`config.mk`:
```
export PLATFORM = sky130hd
export DESIGN_NAME = pmfd_decoder
export DESIGN_NICKNAME = d
export VERILOG_FILES = /design/src/shared/pmfd_pkg.sv /design/src/shared/pmfd_match_if.sv /design/src/verilog/pmfd_decoder.sv /design/src/verilog/pmfd_frame_match.sv
export SDC_FILE = /design/constraint.sdc
export NUM_CORES = 1
export LEC_CHECK = 0
export BUFFER_PORTS_ARGS = -buffer_cell sky130_fd_sc_hd__buf_2
export CORE_MARGIN = 4
export CORE_UTILIZATION = 30
export DETAILED_ROUTE_END_ITERATION = 12
export PLACE_DENSITY = 0.55
export SLEW_MARGIN = 20
export SYNTH_ARGS = -nofsm -noshare
export SYNTH_HDL_FRONTEND = slang
export SYNTH_SLANG_ARGS = --single-unit
```
`constraint.sdc`:
```
create_clock -name I_SYS_CLK -period 9.7 [get_ports I_SYS_CLK]
set_input_delay 1.455 -clock I_SYS_CLK [delete_from_list [all_inputs] [get_ports I_SYS_CLK]]
set_output_delay 1.455 -clock I_SYS_CLK [all_outputs]
set_load 0.02 [all_outputs]
```
`src/shared/pmfd_pkg.sv`:
```
// constants and types of the peripheral memory frame decoder
package pmfd_pkg;

	localparam int ADDR_W     = 32;
	localparam int OFS_W      = 24;
	localparam int NFRAMES    = 13;
	localparam int SEL_W      = 4;

	typedef enum logic [2:0] {
		PMFD_CHECKER = 3'h0,
		PMFD_SERIAL  = 3'h1,
		PMFD_CAN     = 3'h2,
		PMFD_CONV    = 3'h3,
		PMFD_TIMER   = 3'h4,
		PMFD_XFER    = 3'h5
	} pmfd_kind_type;

	// frame table: base, span (log2 of frame size), abort limit, kind
	localparam logic [ADDR_W-1:0] FRAME_BASE [NFRAMES] = '{
		32'hFE00_0000,
		32'hFF0A_0000, 32'hFF0C_0000, 32'hFF0E_0000, 32'hFF1A_0000,
		32'hFF1C_0000, 32'hFF1E_0000,
		32'hFF3A_0000, 32'hFF3E_0000,
		32'hFF44_0000, 32'hFF46_0000,
		32'hFF4C_0000, 32'hFF4E_0000};
	localparam int FRAME_SPAN_LOG2 [NFRAMES] = '{
		24, 17, 17, 17, 17, 17, 17, 17, 17, 17, 17, 17, 17};
	localparam logic [OFS_W-1:0] CHECKER_LIMIT = 24'h00_0200;
	localparam logic [OFS_W-1:0] SERIAL_LIMIT  = 24'h00_0800;
	localparam logic [OFS_W-1:0] CAN_LIMIT     = 24'h00_0800;
	localparam logic [OFS_W-1:0] CONV_LIMIT    = 24'h00_4000;
	localparam logic [OFS_W-1:0] TIMER_LIMIT   = 24'h00_4000;
	localparam logic [OFS_W-1:0] XFER_LIMIT    = 24'h00_0400;
	localparam logic [OFS_W-1:0] FRAME_LIMIT [NFRAMES] = '{
		CHECKER_LIMIT,
		SERIAL_LIMIT, SERIAL_LIMIT, SERIAL_LIMIT, SERIAL_LIMIT,
		CAN_LIMIT, CAN_LIMIT,
		CONV_LIMIT, CONV_LIMIT,
		TIMER_LIMIT, TIMER_LIMIT,
		XFER_LIMIT, XFER_LIMIT};
	localparam pmfd_kind_type FRAME_KIND [NFRAMES] = '{
		PMFD_CHECKER,
		PMFD_SERIAL, PMFD_SERIAL, PMFD_SERIAL, PMFD_SERIAL,
		PMFD_CAN, PMFD_CAN,
		PMFD_CONV, PMFD_CONV,
		PMFD_TIMER, PMFD_TIMER,
		PMFD_XFER, PMFD_XFER};

	// wrap masks onto the implemented storage
	localparam logic [OFS_W-1:0] CAN_WRAP_MASK   = 24'h00_07FF;
	localparam logic [OFS_W-1:0] CONV_RAM_MASK   = 24'h00_1FFF;
	localparam logic [OFS_W-1:0] TIMER_WRAP_MASK = 24'h00_3FFF;

	// converter look-up table: 384 bytes = 3 chunks of 128 bytes
	localparam logic [OFS_W-1:0] LUT_START       = 24'h00_2000;
	localparam int               LUT_CHUNK_LOG2  = 7;
	localparam int               LUT_CHUNKS      = 3;
	localparam int               LUT_REL_W       = 13;

endpackage

```
`src/shared/pmfd_match_if.sv`:
```
// carries one frame's match result from matcher to decoder
`timescale 1ns/100ps
`default_nettype none
interface pmfd_match_if;
	import pmfd_pkg::*;
	logic             hit;
	logic             beyond;
	logic [OFS_W-1:0] ofs;
	modport src  (output hit, output beyond, output ofs);
	modport sink (input hit, input beyond, input ofs);
endinterface
`default_nettype wire

```
`src/verilog/pmfd_decoder.sv`:
```
// peripheral memory frame decoder: select, wrap or abort per frame
// Functional notes
// RL1 - checker frame aborts offsets from 0x200 up
// RL2 - serial RAM frames abort offsets past 2KB
// RL3 - CAN RAM low offsets wrap onto 2KB
// RL4 - CAN RAM frames abort offsets from 0x800
// RL5 - converter RAM wraps under 0x1FFF, table beyond up to 0x3FFF
// RL6 - table region 0x2000-0x217F reaches table storage
// RL7 - table offsets up to 0x3FFF wrap onto table
// RL8 - table frame aborts offsets from 0x4000
// RL9 - timer RAM wraps under 0x3FFF, aborts beyond
// RL10 - abort returns error response; master sees failure
`timescale 1ns/100ps
`default_nettype none
module pmfd_decoder
	import pmfd_pkg::*;
(
	// clock, reset, enable
	input  wire logic              I_SYS_CLK,
	input  wire logic              I_NRST,
	input  wire logic              I_CKE,
	// master request
	input  wire logic              I_REQ_VALID,
	input  wire logic [ADDR_W-1:0] I_REQ_ADDR,
	input  wire logic              I_REQ_WRITE,
	input  wire logic [31:0]       I_REQ_WDATA,
	input  wire logic [3:0]        I_REQ_BE,
	// master response
	output logic                   O_RSP_VALID,
	output logic                   O_RSP_ERROR,
	output logic                   O_REQ_MISS,
	// forwarded access to the selected memory
	output logic                   O_FWD_VALID,
	output logic [SEL_W-1:0]       O_FWD_SEL,
	output logic                   O_FWD_LUT,
	output logic [OFS_W-1:0]       O_FWD_OFS,
	output logic                   O_FWD_WRITE,
	output logic [31:0]            O_FWD_WDATA,
	output logic [3:0]             O_FWD_BE
);
	pmfd_match_if match [NFRAMES] ();

	genvar g;
	generate
		for (g = 0; g < NFRAMES; g++) begin : g_frame
			pmfd_frame_match #(
				.BASE      (FRAME_BASE[g]),
				.SPAN_LOG2 (FRAME_SPAN_LOG2[g]),
				.LIMIT     (FRAME_LIMIT[g])
			) u_match (
				.i_addr  (I_REQ_ADDR),
				.o_match (match[g])
			);
		end
	endgenerate

	logic [NFRAMES-1:0] hit_vec;
	logic [NFRAMES-1:0] beyond_vec;
	logic [OFS_W-1:0]   ofs_arr [NFRAMES];

	generate
		for (g = 0; g < NFRAMES; g++) begin : g_flat
			assign hit_vec[g]    = match[g].hit;
			assign beyond_vec[g] = match[g].beyond;
			assign ofs_arr[g]    = match[g].ofs;
		end
	endgenerate

	// table wrap: offset modulo 384 is (chunk mod 3, byte within chunk)
	function automatic logic [OFS_W-1:0] lut_wrap(input logic [OFS_W-1:0] ofs);
		logic [LUT_REL_W-LUT_CHUNK_LOG2-1:0] chunk;
		logic [1:0]                          chunk_mod;
		chunk     = ofs[LUT_REL_W-1:LUT_CHUNK_LOG2];
		chunk_mod = 2'(chunk % LUT_CHUNKS);
		lut_wrap  = {{(OFS_W-LUT_CHUNK_LOG2-2){1'b0}}, chunk_mod,
			ofs[LUT_CHUNK_LOG2-1:0]};
	endfunction

	// decode of the current request
	logic             dec_hit;
	logic             dec_abort;
	logic [SEL_W-1:0] dec_sel;
	logic             dec_lut;
	logic [OFS_W-1:0] dec_ofs;

	always_comb begin
		dec_hit   = 1'b0;
		dec_abort = 1'b0;
		dec_sel   = '0;
		dec_lut   = 1'b0;
		dec_ofs   = '0;
		for (int i = 0; i < NFRAMES; i++) begin
			if (hit_vec[i]) begin
				dec_hit   = 1'b1;
				dec_sel   = SEL_W'(i);
				dec_abort = beyond_vec[i]; // see RL1 see RL2 see RL4 see RL8
				case (FRAME_KIND[i])
					PMFD_CAN: begin
						dec_ofs = ofs_arr[i] & CAN_WRAP_MASK; // see RL3
					end
					PMFD_CONV: begin
						if (ofs_arr[i] < LUT_START) begin
							dec_ofs = ofs_arr[i] & CONV_RAM_MASK; // see RL5
						end else begin
							dec_lut = 1'b1; // see RL6
							dec_ofs = lut_wrap(ofs_arr[i]); // see RL7
						end
					end
					PMFD_TIMER: begin
						dec_ofs = ofs_arr[i] & TIMER_WRAP_MASK; // see RL9
					end
					default: begin
						dec_ofs = ofs_arr[i];
					end
				endcase
			end
		end
	end

	// response and forward state
	logic             rsp_valid_r, rsp_valid_nxt;
	logic             rsp_error_r, rsp_error_nxt;
	logic             miss_r, miss_nxt;
	logic             fwd_valid_r, fwd_valid_nxt;
	logic [SEL_W-1:0] fwd_sel_r, fwd_sel_nxt;
	logic             fwd_lut_r, fwd_lut_nxt;
	logic [OFS_W-1:0] fwd_ofs_r, fwd_ofs_nxt;
	logic             fwd_write_r, fwd_write_nxt;
	logic [31:0]      fwd_wdata_r, fwd_wdata_nxt;
	logic [3:0]       fwd_be_r, fwd_be_nxt;

	always_comb begin
		rsp_valid_nxt = 1'b0;
		rsp_error_nxt = 1'b0;
		miss_nxt      = 1'b0;
		fwd_valid_nxt = 1'b0;
		fwd_sel_nxt   = fwd_sel_r;
		fwd_lut_nxt   = fwd_lut_r;
		fwd_ofs_nxt   = fwd_ofs_r;
		fwd_write_nxt = fwd_write_r;
		fwd_wdata_nxt = fwd_wdata_r;
		fwd_be_nxt    = fwd_be_r;
		if (I_REQ_VALID) begin
			if (!dec_hit) begin
				// outside every frame: left to another decoder
				miss_nxt = 1'b1;
			end else if (dec_abort) begin
				// aborted access never reaches a memory
				rsp_valid_nxt = 1'b1;
				rsp_error_nxt = 1'b1; // see RL10
			end else begin
				fwd_valid_nxt = 1'b1;
				fwd_sel_nxt   = dec_sel;
				fwd_lut_nxt   = dec_lut;
				fwd_ofs_nxt   = dec_ofs;
				fwd_write_nxt = I_REQ_WRITE;
				fwd_wdata_nxt = I_REQ_WDATA;
				fwd_be_nxt    = I_REQ_BE;
			end
		end
	end

	always_ff @(posedge I_SYS_CLK) begin
		// reset waits for the enable too: a low enable freezes everything
		if (I_CKE && !I_NRST) begin
			rsp_valid_r <= 1'b0;
			rsp_error_r <= 1'b0;
			miss_r      <= 1'b0;
			fwd_valid_r <= 1'b0;
			fwd_sel_r   <= '0;
			fwd_lut_r   <= 1'b0;
			fwd_ofs_r   <= '0;
			fwd_write_r <= 1'b0;
			fwd_wdata_r <= '0;
			fwd_be_r    <= '0;
		end else if (I_CKE) begin
			rsp_valid_r <= rsp_valid_nxt;
			rsp_error_r <= rsp_error_nxt;
			miss_r      <= miss_nxt;
			fwd_valid_r <= fwd_valid_nxt;
			fwd_sel_r   <= fwd_sel_nxt;
			fwd_lut_r   <= fwd_lut_nxt;
			fwd_ofs_r   <= fwd_ofs_nxt;
			fwd_write_r <= fwd_write_nxt;
			fwd_wdata_r <= fwd_wdata_nxt;
			fwd_be_r    <= fwd_be_nxt;
		end
	end

	assign O_RSP_VALID = rsp_valid_r;
	assign O_RSP_ERROR = rsp_error_r;
	assign O_REQ_MISS  = miss_r;
	assign O_FWD_VALID = fwd_valid_r;
	assign O_FWD_SEL   = fwd_sel_r;
	assign O_FWD_LUT   = fwd_lut_r;
	assign O_FWD_OFS   = fwd_ofs_r;
	assign O_FWD_WRITE = fwd_write_r;
	assign O_FWD_WDATA = fwd_wdata_r;
	assign O_FWD_BE    = fwd_be_r;
endmodule // pmfd_decoder
`default_nettype wire

```
`src/verilog/pmfd_frame_match.sv`:
```
// address match of one peripheral memory frame
`timescale 1ns/100ps
`default_nettype none
module pmfd_frame_match
	import pmfd_pkg::*;
#(
	parameter logic [ADDR_W-1:0] BASE      = 32'h0000_0000,
	parameter int                SPAN_LOG2 = 17,
	parameter logic [OFS_W-1:0]  LIMIT     = 24'h00_0800
) (
	// request address
	input  wire logic [ADDR_W-1:0] i_addr,
	// match result
	pmfd_match_if.src              o_match
);
	logic [ADDR_W-1:0] rel;

	always_comb begin
		rel           = i_addr - BASE;
		o_match.hit    = (rel >> SPAN_LOG2) == '0;
		o_match.ofs    = rel[OFS_W-1:0];
		// offsets at or past the limit are not implemented and fault
		o_match.beyond = rel[OFS_W-1:0] >= LIMIT;
	end
endmodule // pmfd_frame_match
`default_nettype wire
```
==> run summary <==
The count of nets after finishing is 1,198. The number of hold buffers added after CTS was 0. The insertion delay to the later sink of the worst-skew pair came out at 0.32 ns. The remaining global-route overflow is 0. The number of failing hold endpoints at the final stage is 0. Data on the critical path arrives at its endpoint at 6.51 ns. The master cell of the clock root buffer is sky130_fd_sc_hd__clkbuf_16. The maximum fanout along the worst path is 110. The total iterations of the first detailed-routing run came out at 8. The number of buffers created by CTS is 9. The internal power consumption is 0.5724 mW. The core region is 24,250 um^2.

The switching portion of total power came out at 30.84%. The count of final max-slew check failures is 0. The critical path contains buffers and inverters numbering 2 combined. The top cell type by total area after synthesis is sky130_fd_sc_hd__dfxtp_1.

The delay of the slowest cell on the worst path is 0.94 ns. The dominant delay contributor by cell family on the critical path is simple AND/OR/NAND/NOR gates. The clock network power share is 40.8%.

The number of antenna violations at the first check in global routing came to 0. At the end of routability-driven placement, the weighted congestion stood at 0.9906. The buffer count from post-CTS setup fixing came out at 0. The overall die area is 27,160 um^2.

The post-synthesis sequential area ratio is 18.73%. The setup skew after layout came out at 0 ns. The synthesized cell area came out at 7376 um^2. The site row count came out at 57.

Traced cell by cell, the critical path runs through buf_2, ha_1, nand2_1, nand2_1, nor3_1, o21ai_0, nor3_4, nor4_1, nor4bb_1, a2111o_2, buf_4, o21ai_0. In the synthesized netlist the dominant register cell turns out to be sky130_fd_sc_hd__dfxtp_1. The synthesized area per cell is 7.079 um^2. The data required time of the worst path came out at 9.86 ns. Across the VDD grid, the largest voltage drop is 142.7 uV.

The via density per instance is 6.133. The run finished with clean final reports. For this design, the sink count on the clock tree is 69. Yosys instantiated no cell more often than sky130_fd_sc_hd__nand2_1. In the final layout, the share of cells above drive strength 1 is 17.85%.

The cell count after placement came out at 1,422. The min-delay analysis places its worst path in the category reg -> reg. The count of mapped cells out of synthesis is 1,042. The worst slew margin relative to its limit is 21.76%.

On the final layout, the worst hold slack is 0.4505 ns. The effective utilization at floorplan is 30.42%. After clock tree synthesis, the clock-pin slew on the worst setup and hold paths is 0.06 ns. The total wirelength of the detailed-routed design came out at 30,460 um. The detail-routed net length per standard cell came out at 21.17 um. After detailed routing, the number of remaining DRC violations is 0.

Excluding fillers, the count of instances in the completed layout stands at 1,439. The largest net degree at the start of global routing came out at 113. The antenna cell count came out at 0. Ranked by total cell area, the synthesized netlist is headed by sky130_fd_sc_hd__dfxtp_1 (19%), sky130_fd_sc_hd__nand3_1 (6.2%), sky130_fd_sc_hd__nand2_1 (5.0%). The number of buffers on the longest clock path came out at 2. After layout, the worst path uses 65.53% of the clock period. The overall track demand over capacity in global routing came out at 21.02%. Adding up every negative setup slack in the final design gives 0 ns. The final setup violation count came out at 0. Buffers placed on the I/O ports in this run total 142.

The area growth from synthesis to layout is 14.62%. The slowest stage of the critical path is the sky130_fd_sc_hd__ha_1 cell. Power comes to 0.8276 mW. The number of levels the H-tree was split into is 3. Measured along the y axis, the die boundary spans 164.8 um. The number of unique standard cell types used by synthesis is 82.

The setup slack after layout came out at 3.344 ns. The number of ports placed on the die boundary came out at 143. The transition time of the tightest slew-check pin came out at 1.163 ns.

Of the post-synthesis cell area, the dominant cell type holds 18.73%. The share of power burned in registers came out at 34.4%. The post-placement setup slack is 3.189 ns. Across the run, the number of max-cap violations was 0. The maximum frequency from static timing analysis came out at 157.3 MHz. The post-synthesis net count is 1,130. The startpoint type of the worst setup path is a primary input. The via count of the first global-routing pass came out at 7,735. The count of fill cells added during filler insertion is 2,649. Setup repair after global routing left no endpoint under its margin. The post-synthesis async set-or-reset flop share is 0%. The count of cells resized by post-cts repair came out at 0. The number of enable-type register cells in the synthesized netlist is 0. Synthesis inferred 69 register bits.

The count of vias placed by the detailed router is 8,825. The leakage power summed over all cells came out at 3.224 nW. The die is 164.8 um wide.

The power per cell area is 97.90 nW/um^2. The TritonCTS clock tree is built. The number of warnings reported in the yosys synthesis log is 0. The count of nets left with antenna violations once routing finished came out at 0. The critical path capture point type is a register. The critical path is of the in -> reg type.

The first routing iteration left 1,191 violations. By count the netlist is led by sky130_fd_sc_hd__nand2_1 (99), sky130_fd_sc_hd__nand3_1 (92), sky130_fd_sc_hd__o21ai_0 (72). The first global-routing pass estimated 45,200 um of wire. The detailed-placement wirelength estimate is 22,680 um. The time the worst path needs with I/O delays and setup is 6.356 ns.

The net switching power figure came out at 0.2553 mW. The share of total power in combinational logic came out at 24.7%.
==> cells in the final DEF (no fill, tap or decap), drive strengths merged, types with 18 or more instances in the layout <==
cell | netlist | routed
buf | 56 | 149
nor4 | 25 | 25
and3 | 22 | 22
nor2 | 49 | 49
nand4 | 18 | 18
nand2 | 100 | 100
mux2i | 18 | 18
nor3 | 39 | 39
a211oi | 21 | 21
nand3 | 92 | 92
a21oi | 59 | 59
dfxtp | 69 | 69
o21ai | 93 | 93
==> per-stage QoR <==
step | utilization, % | area (um^2)
floorplan | - | 7376
global placement | 33.45 | 8110
detailed placement | 33.48 | 8119
CTS | 34.75 | 8427
global route | 34.87 | 8454
finish | 34.87 | 8454
==> power by group through the flow <==
stage               clock network, mW  registers (mW)  logic, mW
global route                    0.355           0.285      0.219
detailed placement                  0           0.291      0.197
floorplan                           0           0.292      0.135
CTS                             0.345           0.285      0.198
global placement                    0           0.291      0.196
finish                          0.338           0.285      0.205
==> path summary, 6_finish.rpt <==
| path | startpoint | to | slack (ns) | cells after the start |
|---|---|---|---|---|
| setup / recovery | I_REQ_ADDR[19] | O_FWD_WDATA[16]$_SDFFE_PP0P_ | 3.34 | 12 |
| hold / removal | O_FWD_WDATA[5]$_SDFFE_PP0P_ | O_FWD_WDATA[5]$_SDFFE_PP0P_ | 0.45 | 2 |
| setup reg to reg | O_FWD_OFS[12]$_SDFFE_PP0P_ | O_FWD_OFS[12]$_SDFFE_PP0P_ | 8.94 | 2 |
| hold reg to reg | O_FWD_WDATA[5]$_SDFFE_PP0P_ | O_FWD_WDATA[5]$_SDFFE_PP0P_ | 0.45 | 2 |
==> per-layer routing <==
| metal | up-vias | global-route usage [%] | part of all wire, % |
|---|---|---|---|
| met4 | 0 | 8.885 | 4.4 |
| li1 | 4135 | - | - |
| met1 | 4077 | 27.79 | 42 |
| met3 | 89 | 3.768 | 9.8 |
| met5 | - | 0 | 0 |
| met2 | 524 | 33.62 | 44 |
==> tightest hold or removal path: stages, from the launching register on <==
cell and delay [ns]:
sky130_fd_sc_hd__dfxtp_1 0.30, sky130_fd_sc_hd__nand3_1 0.06, sky130_fd_sc_hd__o21ai_1 0.05
==> kinds of logic (layout without fill, tap and decap cells) <==
logic type               after synthesis  count (layout)  synth area share (%)
AND/OR/NAND/NOR                      484             484                 36.81
AO/OA/AOI/OAI                        322             322                 29.75
buffers and inverters                112             185                 7.006
flip-flops                            69              69                 18.73
multiplexers                          21              21                 2.901
XOR/XNOR                              19              19                 2.256
adder cells (fa/ha/maj)               15              15                 2.545
==> sequential cells by signal (all words and copies together) (netlist names) <==
signal and count:
O_FWD_OFS 24, O_FWD_WDATA 32, O_FWD_VALID 1, O_REQ_MISS 1, O_FWD_LUT 1, O_FWD_WRITE 1
O_FWD_BE 4, O_FWD_SEL 4, O_RSP_ERROR 1
==> area by class of cell <==
class / count / area (um^2) / area share, %
sequential: 69 / 1381 / 16.34
inverter: 20 / 75.07 / 0.8880
clock buffer: 11 / 232.7 / 2.753
multi-input combinational: 861 / 5502 / 65.07
tap: 324 / 405.4 / 4.795
timing repair buffer: 149 / 783.3 / 9.264
clock inverter: 5 / 75.07 / 0.8880
(Power assumes the default switching activity.)
